--- config.mk ---
export PLATFORM = sky130hd
export DESIGN_NAME = two_level_irq_ctrl
export DESIGN_NICKNAME = d
export VERILOG_FILES = /design/src/logic/irq_ctrl_pkg.sv /design/src/logic/pin_edge_sync.sv /design/src/logic/two_level_irq_ctrl.sv
export SDC_FILE = /design/constraint.sdc
export NUM_CORES = 1
export LEC_CHECK = 0
export BUFFER_PORTS_ARGS = -buffer_cell sky130_fd_sc_hd__buf_2
export CAP_MARGIN = 30
export CELL_PAD_IN_SITES_DETAIL_PLACEMENT = 0
export CELL_PAD_IN_SITES_GLOBAL_PLACEMENT = 1
export CORE_MARGIN = 8
export CORE_UTILIZATION = 45
export DETAILED_ROUTE_END_ITERATION = 16
export HOLD_SLACK_MARGIN = 0.03
export PLACE_DENSITY = 0.85
export SLEW_MARGIN = 10
export SYNTH_ARGS = -nofsm -noshare
export SYNTH_HDL_FRONTEND = slang
export SYNTH_HIERARCHICAL = 1
export SYNTH_SLANG_ARGS = --single-unit
--- constraint.sdc ---
create_clock -name CLOCK -period 5.27 [get_ports CLOCK]
set_input_delay 0.2635 -clock CLOCK [delete_from_list [all_inputs] [get_ports CLOCK]]
set_output_delay 0.2635 -clock CLOCK [all_outputs]
set_load 0.03 [all_outputs]
--- src/logic/irq_ctrl_pkg.sv ---
// Constants, register map and types of the two-level interrupt controller
package irq_ctrl_pkg;

	// Register byte addresses
	localparam logic [7:0] TMRCTL_ADDR     = 8'h88;
	localparam logic [7:0] IRQEN_ADDR      = 8'hA8;
	localparam logic [7:0] IRQPRI_ADDR     = 8'hB8;
	localparam logic [7:0] XFLAG_ADDR      = 8'hC0;
	localparam logic [7:0] AUXFLAG_ADDR    = 8'hC4;
	localparam logic [7:0] CORESTATE_ADDR  = 8'hC8;
	localparam logic [7:0] EVT_STATUS_ADDR = 8'hD0;
	localparam logic [7:0] EVT_CLEAR_ADDR  = 8'hD4;
	localparam logic [7:0] EVT_ENABLE_ADDR = 8'hDC;
	localparam logic [7:0] XIRQEN_ADDR     = 8'hE8;
	localparam logic [7:0] XIRQPRI_ADDR    = 8'hF8;

	// Reset values
	localparam logic [7:0] TMRCTL_RST  = 8'h00;
	localparam logic [7:0] IRQEN_RST   = 8'h00;
	localparam logic [7:0] IRQPRI_RST  = 8'h00;
	localparam logic [7:0] XIRQEN_RST  = 8'h00;
	localparam logic [7:0] XIRQPRI_RST = 8'h00;
	localparam logic [7:0] FLAG_RST    = 8'h00;
	localparam logic [7:0] EVT_RST     = 8'h00;

	// Implemented bits
	localparam logic [7:0] IRQEN_MASK  = 8'hBF;
	localparam logic [7:0] IRQPRI_MASK = 8'h3F;
	localparam logic [7:0] XIRQ_MASK   = 8'h1B;
	localparam logic [7:0] EVT_MASK    = 8'h07;

	// Timer control and trigger fields
	localparam int TC_EXT0_EDGE = 0;
	localparam int TC_EXT0_FLAG = 1;
	localparam int TC_EXT1_EDGE = 2;
	localparam int TC_EXT1_FLAG = 3;
	localparam int TC_TMR0_FLAG = 5;
	localparam int TC_TMR1_FLAG = 7;

	// Enable register global bit, extended fields
	localparam int IEN_GLOBAL = 7;
	localparam int XB_EXT2    = 0;
	localparam int XB_EXT3    = 1;
	localparam int XB_NET     = 3;
	localparam int XB_WDT     = 4;

	// Auxiliary flag fields
	localparam int AF_RX   = 0;
	localparam int AF_TX   = 1;
	localparam int AF_TMR2 = 2;
	localparam int AF_WDT  = 3;

	// Event status fields
	localparam int EV_REQ     = 0;
	localparam int EV_PREEMPT = 1;
	localparam int EV_STRAY   = 2;

	// Sources in natural priority order, index 0 first
	localparam int NUM_SRC = 10;
	localparam logic [79:0] VECTORS = {8'h63, 8'h5B, 8'h4B, 8'h43, 8'h2B,
		8'h23, 8'h1B, 8'h13, 8'h0B, 8'h03};
	localparam logic [39:0] NUMBERS = {4'hC, 4'hB, 4'h9, 4'h8, 4'h5,
		4'h4, 4'h3, 4'h2, 4'h1, 4'h0};

	// Bus responses
	localparam logic [1:0] RESP_OKAY   = 2'h0;
	localparam logic [1:0] RESP_DECERR = 2'h3;

	// Request presented to the processor core
	typedef struct packed {
		logic       req;
		logic       high;
		logic [3:0] number;
		logic [7:0] vector;
	} core_irq_t;

endpackage

--- src/logic/pin_edge_sync.sv ---
// Two-stage synchroniser with falling-edge detect for active-low pins
`timescale 1ns/100ps
module pin_edge_sync
	import irq_ctrl_pkg::*;
#(
	parameter int WIDTH = 4
)
(
	// Clock and reset
	input  wire logic             clock,
	input  wire logic             reset,
	// Pins and synchronised results
	input  wire logic [WIDTH-1:0] pin_n,
	output logic      [WIDTH-1:0] level_n,
	output logic      [WIDTH-1:0] fall
);

	logic [WIDTH-1:0] meta_q;
	logic [WIDTH-1:0] sync_q;
	logic [WIDTH-1:0] prev_q;

	if (WIDTH < 1)
	begin : g_bad_width
		$error("pin_edge_sync needs at least one pin");
	end

	always_ff @(posedge clock or posedge reset)
	begin
		if (reset)
		begin
			meta_q <= '1;
			sync_q <= '1;
			prev_q <= '1;
		end
		else
		begin
			meta_q <= pin_n;
			sync_q <= meta_q;
			prev_q <= sync_q;
		end
	end

	// High to low seen on the synchronised level
	assign level_n = sync_q;
	assign fall    = prev_q & ~sync_q;

endmodule

--- src/logic/two_level_irq_ctrl.sv ---
// Two-level interrupt controller with AXI4-Lite register access
`timescale 1ns/100ps
module two_level_irq_ctrl
	import irq_ctrl_pkg::*;
#(
	parameter int ADDR_W = 8
)
(
	// Clock and reset
	input  wire logic              CLOCK,
	input  wire logic              RESET,
	// AXI4-Lite write address and data
	input  wire logic              AWVALID,
	output logic                   AWREADY,
	input  wire logic [ADDR_W-1:0] AWADDR,
	input  wire logic              WVALID,
	output logic                   WREADY,
	input  wire logic [31:0]       WDATA,
	input  wire logic [3:0]        WSTRB,
	// AXI4-Lite write response
	output logic                   BVALID,
	input  wire logic              BREADY,
	output logic [1:0]             BRESP,
	// AXI4-Lite read
	input  wire logic              ARVALID,
	output logic                   ARREADY,
	input  wire logic [ADDR_W-1:0] ARADDR,
	output logic                   RVALID,
	input  wire logic              RREADY,
	output logic [31:0]            RDATA,
	output logic [1:0]             RRESP,
	// External interrupt pins
	input  wire logic              EXT_IRQ0_PIN_N,
	input  wire logic              EXT_IRQ1_PIN_N,
	input  wire logic              EXT_IRQ2_PIN_N,
	input  wire logic              EXT_IRQ3_PIN_N,
	// On-chip sources
	input  wire logic              NET_ENGINE_IRQ_N,
	input  wire logic              TMR0_OVERFLOW,
	input  wire logic              TMR1_OVERFLOW,
	input  wire logic              TMR2_EVENT,
	input  wire logic              SERIAL_TX_DONE,
	input  wire logic              SERIAL_RX_DONE,
	input  wire logic              WATCHDOG_EVENT,
	// Processor core
	input  wire logic              INT_ACK,
	input  wire logic              INT_RETURN,
	output core_irq_t              CORE_IRQ,
	// Event interrupt
	output logic                   IRQ
);

	if (ADDR_W < 8 || ADDR_W > 32)
	begin : g_bad_addr
		$error("ADDR_W must be 8 to 32");
	end

	// Flag next value, hardware set wins over any clear
	function automatic logic flag_next(input logic q, input logic set,
		input logic wr, input logic wbit, input logic hwclr);
		flag_next = set | (wr ? wbit : (q & ~hwclr));
	endfunction

	// Lowest set index of a source mask
	function automatic logic [3:0] first_src(input logic [NUM_SRC-1:0] m);
		first_src = 4'h0;
		for (int i = NUM_SRC - 1; i >= 0; i--)
		begin
			if (m[i])
			begin
				first_src = 4'(i);
			end
		end
	endfunction

	function automatic logic addr_is(input logic [ADDR_W-1:0] a, input logic [7:0] off);
		addr_is = (a == ADDR_W'(off));
	endfunction

	// Bus state
	logic              awready_q;
	logic              aw_full_q;
	logic [ADDR_W-1:0] awaddr_q;
	logic              wready_q;
	logic              w_full_q;
	logic [7:0]        wdata_q;
	logic              wlane_q;
	logic              bvalid_q;
	logic [1:0]        bresp_q;
	logic              arready_q;
	logic              rvalid_q;
	logic [31:0]       rdata_q;
	logic [1:0]        rresp_q;

	// Control and flag registers
	logic [7:0]         ien_q;
	logic [7:0]         ipri_q;
	logic [7:0]         xen_q;
	logic [7:0]         xpri_q;
	logic               ext0_edge_select_q;
	logic               ext1_edge_select_q;
	logic               ext0_request_flag_q;
	logic               ext1_request_flag_q;
	logic               tmr0_overflow_flag_q;
	logic               tmr1_overflow_flag_q;
	logic               serial_rx_flag_q;
	logic               serial_tx_flag_q;
	logic               tmr2_event_flag_q;
	logic               watchdog_irq_flag_q;
	logic               ext2_request_flag_q;
	logic               ext3_request_flag_q;
	logic               net_engine_request_flag_q;
	logic               net_prev_q;
	logic               ins_hi_q;
	logic               ins_lo_q;
	logic [3:0]         src_idx_q;
	core_irq_t          core_q;
	logic [7:0]         evt_status_q;
	logic [7:0]         evt_en_q;
	logic               irq_q;

	// Synchronised pins
	logic [3:0] pin_level_n;
	logic [3:0] pin_fall;

	pin_edge_sync #(
		.WIDTH   (4)
	) u_pin_sync (
		.clock   (CLOCK),
		.reset   (RESET),
		.pin_n   ({EXT_IRQ3_PIN_N, EXT_IRQ2_PIN_N, EXT_IRQ1_PIN_N, EXT_IRQ0_PIN_N}),
		.level_n (pin_level_n),
		.fall    (pin_fall)
	);

	// Write channel handling
	wire do_wr  = aw_full_q & w_full_q & ~bvalid_q;
	wire wr_ok  = do_wr & wlane_q;
	wire wr_tc  = wr_ok & addr_is(awaddr_q, TMRCTL_ADDR);
	wire wr_ien = wr_ok & addr_is(awaddr_q, IRQEN_ADDR);
	wire wr_ipr = wr_ok & addr_is(awaddr_q, IRQPRI_ADDR);
	wire wr_xen = wr_ok & addr_is(awaddr_q, XIRQEN_ADDR);
	wire wr_xpr = wr_ok & addr_is(awaddr_q, XIRQPRI_ADDR);
	wire wr_xfl = wr_ok & addr_is(awaddr_q, XFLAG_ADDR);
	wire wr_afl = wr_ok & addr_is(awaddr_q, AUXFLAG_ADDR);
	wire wr_ecl = wr_ok & addr_is(awaddr_q, EVT_CLEAR_ADDR);
	wire wr_een = wr_ok & addr_is(awaddr_q, EVT_ENABLE_ADDR);

	function automatic logic mapped(input logic [ADDR_W-1:0] a);
		mapped = addr_is(a, TMRCTL_ADDR) | addr_is(a, IRQEN_ADDR)
			| addr_is(a, IRQPRI_ADDR) | addr_is(a, XIRQEN_ADDR)
			| addr_is(a, XIRQPRI_ADDR) | addr_is(a, XFLAG_ADDR)
			| addr_is(a, AUXFLAG_ADDR) | addr_is(a, CORESTATE_ADDR)
			| addr_is(a, EVT_STATUS_ADDR) | addr_is(a, EVT_CLEAR_ADDR)
			| addr_is(a, EVT_ENABLE_ADDR);
	endfunction

	wire aw_full_d = do_wr ? 1'b0 : (aw_full_q | (AWVALID & awready_q));
	wire w_full_d  = do_wr ? 1'b0 : (w_full_q | (WVALID & wready_q));
	wire bvalid_d  = do_wr | (bvalid_q & ~BREADY);
	wire ar_take   = ARVALID & arready_q;
	wire rvalid_d  = ar_take | (rvalid_q & ~RREADY);

	// Core handshake
	wire ack_valid = INT_ACK & core_q.req;
	wire [NUM_SRC-1:0] ack_clr = ack_valid ? (NUM_SRC'(1) << src_idx_q) : '0;
	wire ret_hi    = INT_RETURN & ins_hi_q;
	wire ret_lo    = INT_RETURN & ~ins_hi_q & ins_lo_q;

	// Network engine falling edge, same clock domain
	wire net_fall = net_prev_q & ~NET_ENGINE_IRQ_N;

	// Source vectors in natural priority order
	wire [NUM_SRC-1:0] pending = {watchdog_irq_flag_q, net_engine_request_flag_q,
		ext3_request_flag_q, ext2_request_flag_q, tmr2_event_flag_q,
		serial_rx_flag_q | serial_tx_flag_q, tmr1_overflow_flag_q,
		ext1_request_flag_q, tmr0_overflow_flag_q, ext0_request_flag_q};
	wire [NUM_SRC-1:0] enabled = {xen_q[XB_WDT], xen_q[XB_NET], xen_q[XB_EXT3],
		xen_q[XB_EXT2], ien_q[5:0]};
	wire [NUM_SRC-1:0] high_sel = {xpri_q[XB_WDT], xpri_q[XB_NET], xpri_q[XB_EXT3],
		xpri_q[XB_EXT2], ipri_q[5:0]};
	wire [NUM_SRC-1:0] ready = pending & enabled & {NUM_SRC{ien_q[IEN_GLOBAL]}};
	wire [NUM_SRC-1:0] hi_req = ready & high_sel;
	wire [NUM_SRC-1:0] lo_req = ready & ~high_sel;

	// High may preempt low; low waits for any handler to finish
	wire take_hi = (|hi_req) & ~ins_hi_q & ~ack_valid;
	wire take_lo = ~take_hi & (|lo_req) & ~ins_hi_q & ~ins_lo_q & ~ack_valid;
	wire [3:0] pick = take_hi ? first_src(hi_req) : first_src(lo_req);

	core_irq_t core_d;
	assign core_d.req    = take_hi | take_lo;
	assign core_d.high   = take_hi;
	assign core_d.number = NUMBERS[pick*4 +: 4];
	assign core_d.vector = VECTORS[pick*8 +: 8];

	// Request flags
	wire [7:0] wd = wdata_q;
	wire ext0_d = (wr_tc ? wd[TC_EXT0_EDGE] : ext0_edge_select_q)
		? flag_next(ext0_request_flag_q, pin_fall[0], wr_tc, wd[TC_EXT0_FLAG], ack_clr[0])
		: ~pin_level_n[0];
	wire ext1_d = (wr_tc ? wd[TC_EXT1_EDGE] : ext1_edge_select_q)
		? flag_next(ext1_request_flag_q, pin_fall[1], wr_tc, wd[TC_EXT1_FLAG], ack_clr[2])
		: ~pin_level_n[1];
	wire tmr0_d = flag_next(tmr0_overflow_flag_q, TMR0_OVERFLOW, wr_tc,
		wd[TC_TMR0_FLAG], ack_clr[1]);
	wire tmr1_d = flag_next(tmr1_overflow_flag_q, TMR1_OVERFLOW, wr_tc,
		wd[TC_TMR1_FLAG], ack_clr[3]);
	wire rx_d   = flag_next(serial_rx_flag_q, SERIAL_RX_DONE, wr_afl, wd[AF_RX], 1'b0);
	wire tx_d   = flag_next(serial_tx_flag_q, SERIAL_TX_DONE, wr_afl, wd[AF_TX], 1'b0);
	wire t2_d   = flag_next(tmr2_event_flag_q, TMR2_EVENT, wr_afl, wd[AF_TMR2], 1'b0);
	wire wdt_d  = flag_next(watchdog_irq_flag_q, WATCHDOG_EVENT, wr_afl, wd[AF_WDT], 1'b0);
	wire ext2_d = flag_next(ext2_request_flag_q, pin_fall[2], wr_xfl, wd[XB_EXT2], 1'b0);
	wire ext3_d = flag_next(ext3_request_flag_q, pin_fall[3], wr_xfl, wd[XB_EXT3], 1'b0);
	wire net_d  = flag_next(net_engine_request_flag_q, net_fall, wr_xfl, wd[XB_NET], 1'b0);

	// In-service levels and events
	wire ins_hi_d = (ins_hi_q & ~ret_hi) | (ack_valid & core_q.high);
	wire ins_lo_d = (ins_lo_q & ~ret_lo) | (ack_valid & ~core_q.high);
	wire [7:0] events = {5'h00, INT_RETURN & ~ins_hi_q & ~ins_lo_q,
		ack_valid & core_q.high & ins_lo_q, core_d.req & ~core_q.req};
	wire [7:0] evt_en_d     = wr_een ? (wd & EVT_MASK) : evt_en_q;
	wire [7:0] evt_status_d = (evt_status_q & ~(wr_ecl ? wd : 8'h00)) | events;

	// Read data selection
	wire [7:0] tc_read = {tmr1_overflow_flag_q, 1'b0, tmr0_overflow_flag_q, 1'b0,
		ext1_request_flag_q, ext1_edge_select_q, ext0_request_flag_q, ext0_edge_select_q};
	wire [7:0] xfl_read = {4'h0, net_engine_request_flag_q, 1'b0,
		ext3_request_flag_q, ext2_request_flag_q};
	wire [7:0] afl_read = {4'h0, watchdog_irq_flag_q, tmr2_event_flag_q,
		serial_tx_flag_q, serial_rx_flag_q};
	wire [7:0] state_read = {ins_hi_q, ins_lo_q, core_q.req, core_q.high, core_q.number};
	wire [7:0] rd_byte =
		addr_is(ARADDR, TMRCTL_ADDR)     ? tc_read :
		addr_is(ARADDR, IRQEN_ADDR)      ? ien_q :
		addr_is(ARADDR, IRQPRI_ADDR)     ? ipri_q :
		addr_is(ARADDR, XIRQEN_ADDR)     ? xen_q :
		addr_is(ARADDR, XIRQPRI_ADDR)    ? xpri_q :
		addr_is(ARADDR, XFLAG_ADDR)      ? xfl_read :
		addr_is(ARADDR, AUXFLAG_ADDR)    ? afl_read :
		addr_is(ARADDR, CORESTATE_ADDR)  ? state_read :
		addr_is(ARADDR, EVT_STATUS_ADDR) ? evt_status_q :
		addr_is(ARADDR, EVT_ENABLE_ADDR) ? evt_en_q :
		8'h00;

	// Bus slave registers
	always_ff @(posedge CLOCK or posedge RESET)
	begin
		if (RESET)
		begin
			awready_q <= 1'b0;
			aw_full_q <= 1'b0;
			awaddr_q  <= '0;
			wready_q  <= 1'b0;
			w_full_q  <= 1'b0;
			wdata_q   <= 8'h00;
			wlane_q   <= 1'b0;
			bvalid_q  <= 1'b0;
			bresp_q   <= RESP_OKAY;
		end
		else
		begin
			awready_q <= ~aw_full_d & ~bvalid_d;
			aw_full_q <= aw_full_d;
			wready_q  <= ~w_full_d & ~bvalid_d;
			w_full_q  <= w_full_d;
			bvalid_q  <= bvalid_d;
			if (AWVALID & awready_q)
				awaddr_q <= AWADDR;
			if (WVALID & wready_q)
			begin
				wdata_q <= WDATA[7:0];
				wlane_q <= WSTRB[0];
			end
			if (do_wr)
				bresp_q <= mapped(awaddr_q) ? RESP_OKAY : RESP_DECERR;
		end
	end

	always_ff @(posedge CLOCK or posedge RESET)
	begin
		if (RESET)
		begin
			arready_q <= 1'b0;
			rvalid_q  <= 1'b0;
			rdata_q   <= 32'h0000_0000;
			rresp_q   <= RESP_OKAY;
		end
		else
		begin
			arready_q <= ~rvalid_d;
			rvalid_q  <= rvalid_d;
			if (ar_take)
			begin
				rdata_q <= {24'h00_0000, rd_byte};
				rresp_q <= mapped(ARADDR) ? RESP_OKAY : RESP_DECERR;
			end
		end
	end

	// Control registers
	always_ff @(posedge CLOCK or posedge RESET)
	begin
		if (RESET)
		begin
			ien_q              <= IRQEN_RST;
			ipri_q             <= IRQPRI_RST;
			xen_q              <= XIRQEN_RST;
			xpri_q             <= XIRQPRI_RST;
			ext0_edge_select_q <= TMRCTL_RST[TC_EXT0_EDGE];
			ext1_edge_select_q <= TMRCTL_RST[TC_EXT1_EDGE];
			evt_en_q           <= EVT_RST;
		end
		else
		begin
			if (wr_ien)
				ien_q <= wd & IRQEN_MASK;
			if (wr_ipr)
				ipri_q <= wd & IRQPRI_MASK;
			if (wr_xen)
				xen_q <= wd & XIRQ_MASK;
			if (wr_xpr)
				xpri_q <= wd & XIRQ_MASK;
			if (wr_tc)
			begin
				ext0_edge_select_q <= wd[TC_EXT0_EDGE];
				ext1_edge_select_q <= wd[TC_EXT1_EDGE];
			end
			evt_en_q <= evt_en_d;
		end
	end

	// Request flags and arbitration state
	always_ff @(posedge CLOCK or posedge RESET)
	begin
		if (RESET)
		begin
			ext0_request_flag_q       <= TMRCTL_RST[TC_EXT0_FLAG];
			ext1_request_flag_q       <= TMRCTL_RST[TC_EXT1_FLAG];
			tmr0_overflow_flag_q      <= TMRCTL_RST[TC_TMR0_FLAG];
			tmr1_overflow_flag_q      <= TMRCTL_RST[TC_TMR1_FLAG];
			serial_rx_flag_q          <= FLAG_RST[AF_RX];
			serial_tx_flag_q          <= FLAG_RST[AF_TX];
			tmr2_event_flag_q         <= FLAG_RST[AF_TMR2];
			watchdog_irq_flag_q       <= FLAG_RST[AF_WDT];
			ext2_request_flag_q       <= FLAG_RST[XB_EXT2];
			ext3_request_flag_q       <= FLAG_RST[XB_EXT3];
			net_engine_request_flag_q <= FLAG_RST[XB_NET];
			net_prev_q                <= 1'b1;
			ins_hi_q                  <= 1'b0;
			ins_lo_q                  <= 1'b0;
			src_idx_q                 <= 4'h0;
			core_q                    <= '0;
			evt_status_q              <= EVT_RST;
			irq_q                     <= 1'b0;
		end
		else
		begin
			ext0_request_flag_q       <= ext0_d;
			ext1_request_flag_q       <= ext1_d;
			tmr0_overflow_flag_q      <= tmr0_d;
			tmr1_overflow_flag_q      <= tmr1_d;
			serial_rx_flag_q          <= rx_d;
			serial_tx_flag_q          <= tx_d;
			tmr2_event_flag_q         <= t2_d;
			watchdog_irq_flag_q       <= wdt_d;
			ext2_request_flag_q       <= ext2_d;
			ext3_request_flag_q       <= ext3_d;
			net_engine_request_flag_q <= net_d;
			net_prev_q                <= NET_ENGINE_IRQ_N;
			ins_hi_q                  <= ins_hi_d;
			ins_lo_q                  <= ins_lo_d;
			src_idx_q                 <= pick;
			core_q                    <= core_d;
			evt_status_q              <= evt_status_d;
			irq_q                     <= |(evt_status_d & evt_en_d);
		end
	end

	// Outputs
	assign AWREADY  = awready_q;
	assign WREADY   = wready_q;
	assign BVALID   = bvalid_q;
	assign BRESP    = bresp_q;
	assign ARREADY  = arready_q;
	assign RVALID   = rvalid_q;
	assign RDATA    = rdata_q;
	assign RRESP    = rresp_q;
	assign CORE_IRQ = core_q;
	assign IRQ      = irq_q;

endmodule

==> key figures <==
Logic synthesis
  – Synth top area cells: dfrtp_1 44%, mux2_2 8.6%, dfstp_2 6.2%
  – Post-synthesis sequential area ratio: 0.506
  – Seq cells post-synth: 111
  – Top_reg_cell synth: dfrtp_1
  – Fraction of registers with async set/reset: 1.00
  – Synth top cells by count: 98 x dfrtp_1, 42 x mux2_2, 36 x nand2_1, 33 x buf_4, 30 x o21ai_0
  – Synth Instances: 508
  – Post-Synthesis Mean Instance Area: 10.9 µm²
  – Number of synthesized flops with an enable pin: 0
  – Largest area contributor in the netlist: dfrtp_1
  – Synth Cell Area: 5530 µm²
  – Distinct cells, synth: 68
  – Top cell type's share of synthesized area: 0.444
  – Top-count cell post-synth: dfrtp_1
  – Yosys warnings: 6

Power and ir drop
  – Total chip power: 2.27 mW
  – Peak supply drop: 237 µV
  – Lkg Pwr: 2.96 nW
  – Power per cell area: 361 nW/µm²

Floorplanning
  – Row cnt: 40
  – Die ar.: 16,100 µm²
  – Die Span Y: 127 µm
  – Core area: 12,000 µm²
  – Die W: 127 µm
  – Initial core utilization: 0.460
  – Io pins: 128

Run status
  – Outcome: finished, final reports clean

Worst setup path
  – Crit start category: flop
  – Worst Setup End Kind: flop
  – Max incr delay on CP: 0.67 ns
  – R2R cell count: 6
  – Crit path kind: flop to flop
  – CP startpoint: ien_q[7]$_DFFE_PP0P_
  – CP max-delay cell: dfrtp_1
  – CP Cell Sequence: and4b_1, or2_2, nor4_1, o221ai_1, nand2_1, or4b_1
  – Reg2Reg Setup Slack: 2.59 ns
  – CP max FO: 26
  – Worst R2R End: IRQ$_DFF_PP0_
  – Crit path to: IRQ$_DFF_PP0_
  – Critical R2R Launch: ien_q[7]$_DFFE_PP0P_
  – Worst EP required: 5.49 ns
  – Arr. time, crit path: 2.89 ns

Timing
  – Post-route setup TNS: 0 ns
  – Fin crit period: 2.68 ns
  – Maximum clock rate: 0.373 GHz
  – Slew Viols, Final: 0
  – Worst rel slew slack: 0.427
  – RSZ-0062 raised after global routing: no
  – Final period utilization: 0.508
  – Final WS setup: 2.59 ns
  – Layout Skew: 0.0101 ns
  – Hold slack: 0.104 ns
  – Worst slew pin tran: 0.852 ns
  – Final Hold Violating Endpoints: 0
  – Count of final setup violators: 0

Routing
  – Via density: 5.69
  – DR pass1 iterations: 5
  – DRC: 0
  – Initial DRC Count: 289
  – Final WL: 13,800 µm
  – Vias: 4,168
  – Routed len/inst: 18.8 µm
  – Remaining antenna violation count after routing: 0

Placed design
  – Pre-CTS setup slack: 2.61 ns
  – Hpwl dp: 10,500 µm
  – GPL Wtd Cong: 0.961
  – Input/output buffers: 74

Hold path
  – Min-delay worst type: primary input to flop

Final layout
  – Fin util: 0.524
  – Nets@finish: 652
  – Filler cells: 1,040
  – N_diodes: 0
  – Ratio of cells with drive above 1 in the final layout: 0.284
  – Area Growth Syn to Fin: 13.8%

Clocking
  – Worst-Skew Late Latency: 0.35 ns
  – H-tree depth: 3
  – CTS tree: yes
  – Post-CTS setup buffers: 0
  – CTS resizes: 0
  – Clk sink count: 111
  – CTS root buf: clkbuf_16
  – Clk buf depth: 2
  – CTS Buf Count: 9
  – CTS hold repair buffers: 6
  – Worst-path clk slew: 0.07 ns

Global routing
  – Initial antenna violation count: 0
  – Number of global-route vias before repair: 4,101
  – Gr ovfl total: 0
  – Total GRT Usage: 0.175
  – Pin count of the biggest net entering global routing: 80
  – First-pass GRT wire length: 22,100 µm

Run
  – Max cap viols: 0
[per-layer routing]
metal,global-route usage,vias to the layer above,part of all wire
met5,0,-,0
met4,0.0700,0,0.024
met3,0.0402,21,0.067
met2,0.273,138,0.46
met1,0.229,2053,0.44
li1,-,1956,-
[per-stage QoR]
step	instances	instance area, µm²
6_report	732	6290
5_1_grt	732	6290
4_1_cts	731	6260
3_5_place_dp	709	5890
3_3_place_gp	707	5870
2_1_floorplan	533	5620
[placed cells by master (no fill, tap or decap), types with 11 or more instances in the layout]
cell / Yosys / routed
conb_1: 2 / 27
dfstp_2: 13 / 13
o21ai_0: 30 / 30
buf_2: 1 / 74
nand2_1: 36 / 36
mux2i_1: 11 / 11
inv_1: 27 / 26
a21oi_1: 17 / 17
mux2_2: 42 / 42
dfrtp_1: 98 / 98
nor2_1: 18 / 18
[power breakdown]
| group | total, mW | switching, mW | internal, mW |
|---|---|---|---|
| logic | 0.399 | 0.228 | 0.171 |
| clock network | 0.712 | 0.298 | 0.415 |
| registers | 1.16 | 0.186 | 0.972 |
| total | 2.27 | 0.711 | 1.56 |
[worst min path at each step]
stage / from / end / slack (ns) / cells after the start
after CTS: WVALID / WREADY$_DFF_PP0_ / 0.09 / 2
after detailed placement: RESET / net_engine_request_flag_q$_DFF_PP0_ / 0.25 / 2
after global placement: RESET / net_engine_request_flag_q$_DFF_PP0_ / 0.24 / 2
final: WVALID / WREADY$_DFF_PP0_ / 0.10 / 2
after global routing: WVALID / WREADY$_DFF_PP0_ / 0.09 / 2
after floorplan: NET_ENGINE_IRQ_N / net_prev_q$_DFF_PP1_ / 0.27 / 0
[worst max-delay path, delay by kind of cell (launching register included)]
family           cells  cell delay, ns
flip-flops           1            0.67
AND/OR/NAND/NOR      5            1.65
AO/OA/AOI/OAI        1            0.22
[cells by family after synthesis]
group,Yosys count,share of synthesized area
mux,53,0.106
buf+inv,75,0.0749
simple gates,147,0.165
other cells,2,0.00136
compound gates,118,0.144
flops,111,0.506
xor+xnor,2,0.00317
[final cells by class]
class                           count  area [µm²]  share of cell area
Sequential cell                   111        2790               0.444
Multi-Input combinational cell    347        2410               0.384
Timing Repair Buffer               84         488              0.0776
Clock buffer                       11         233              0.0370
Tap cell                          147         184              0.0292
Inverter                           27         104              0.0165
Clock inverter                      5        75.1              0.0119
[state kept, by name (all words and copies together) (netlist names), 6 cells and up]
name	count
awaddr_q	8
evt_status_q	8
CORE_IRQ	7
wd	8
ipri_q	6
evt_en_q	8
RDATA	8
ien_q	7
Power figures use the tool's default switching activity.
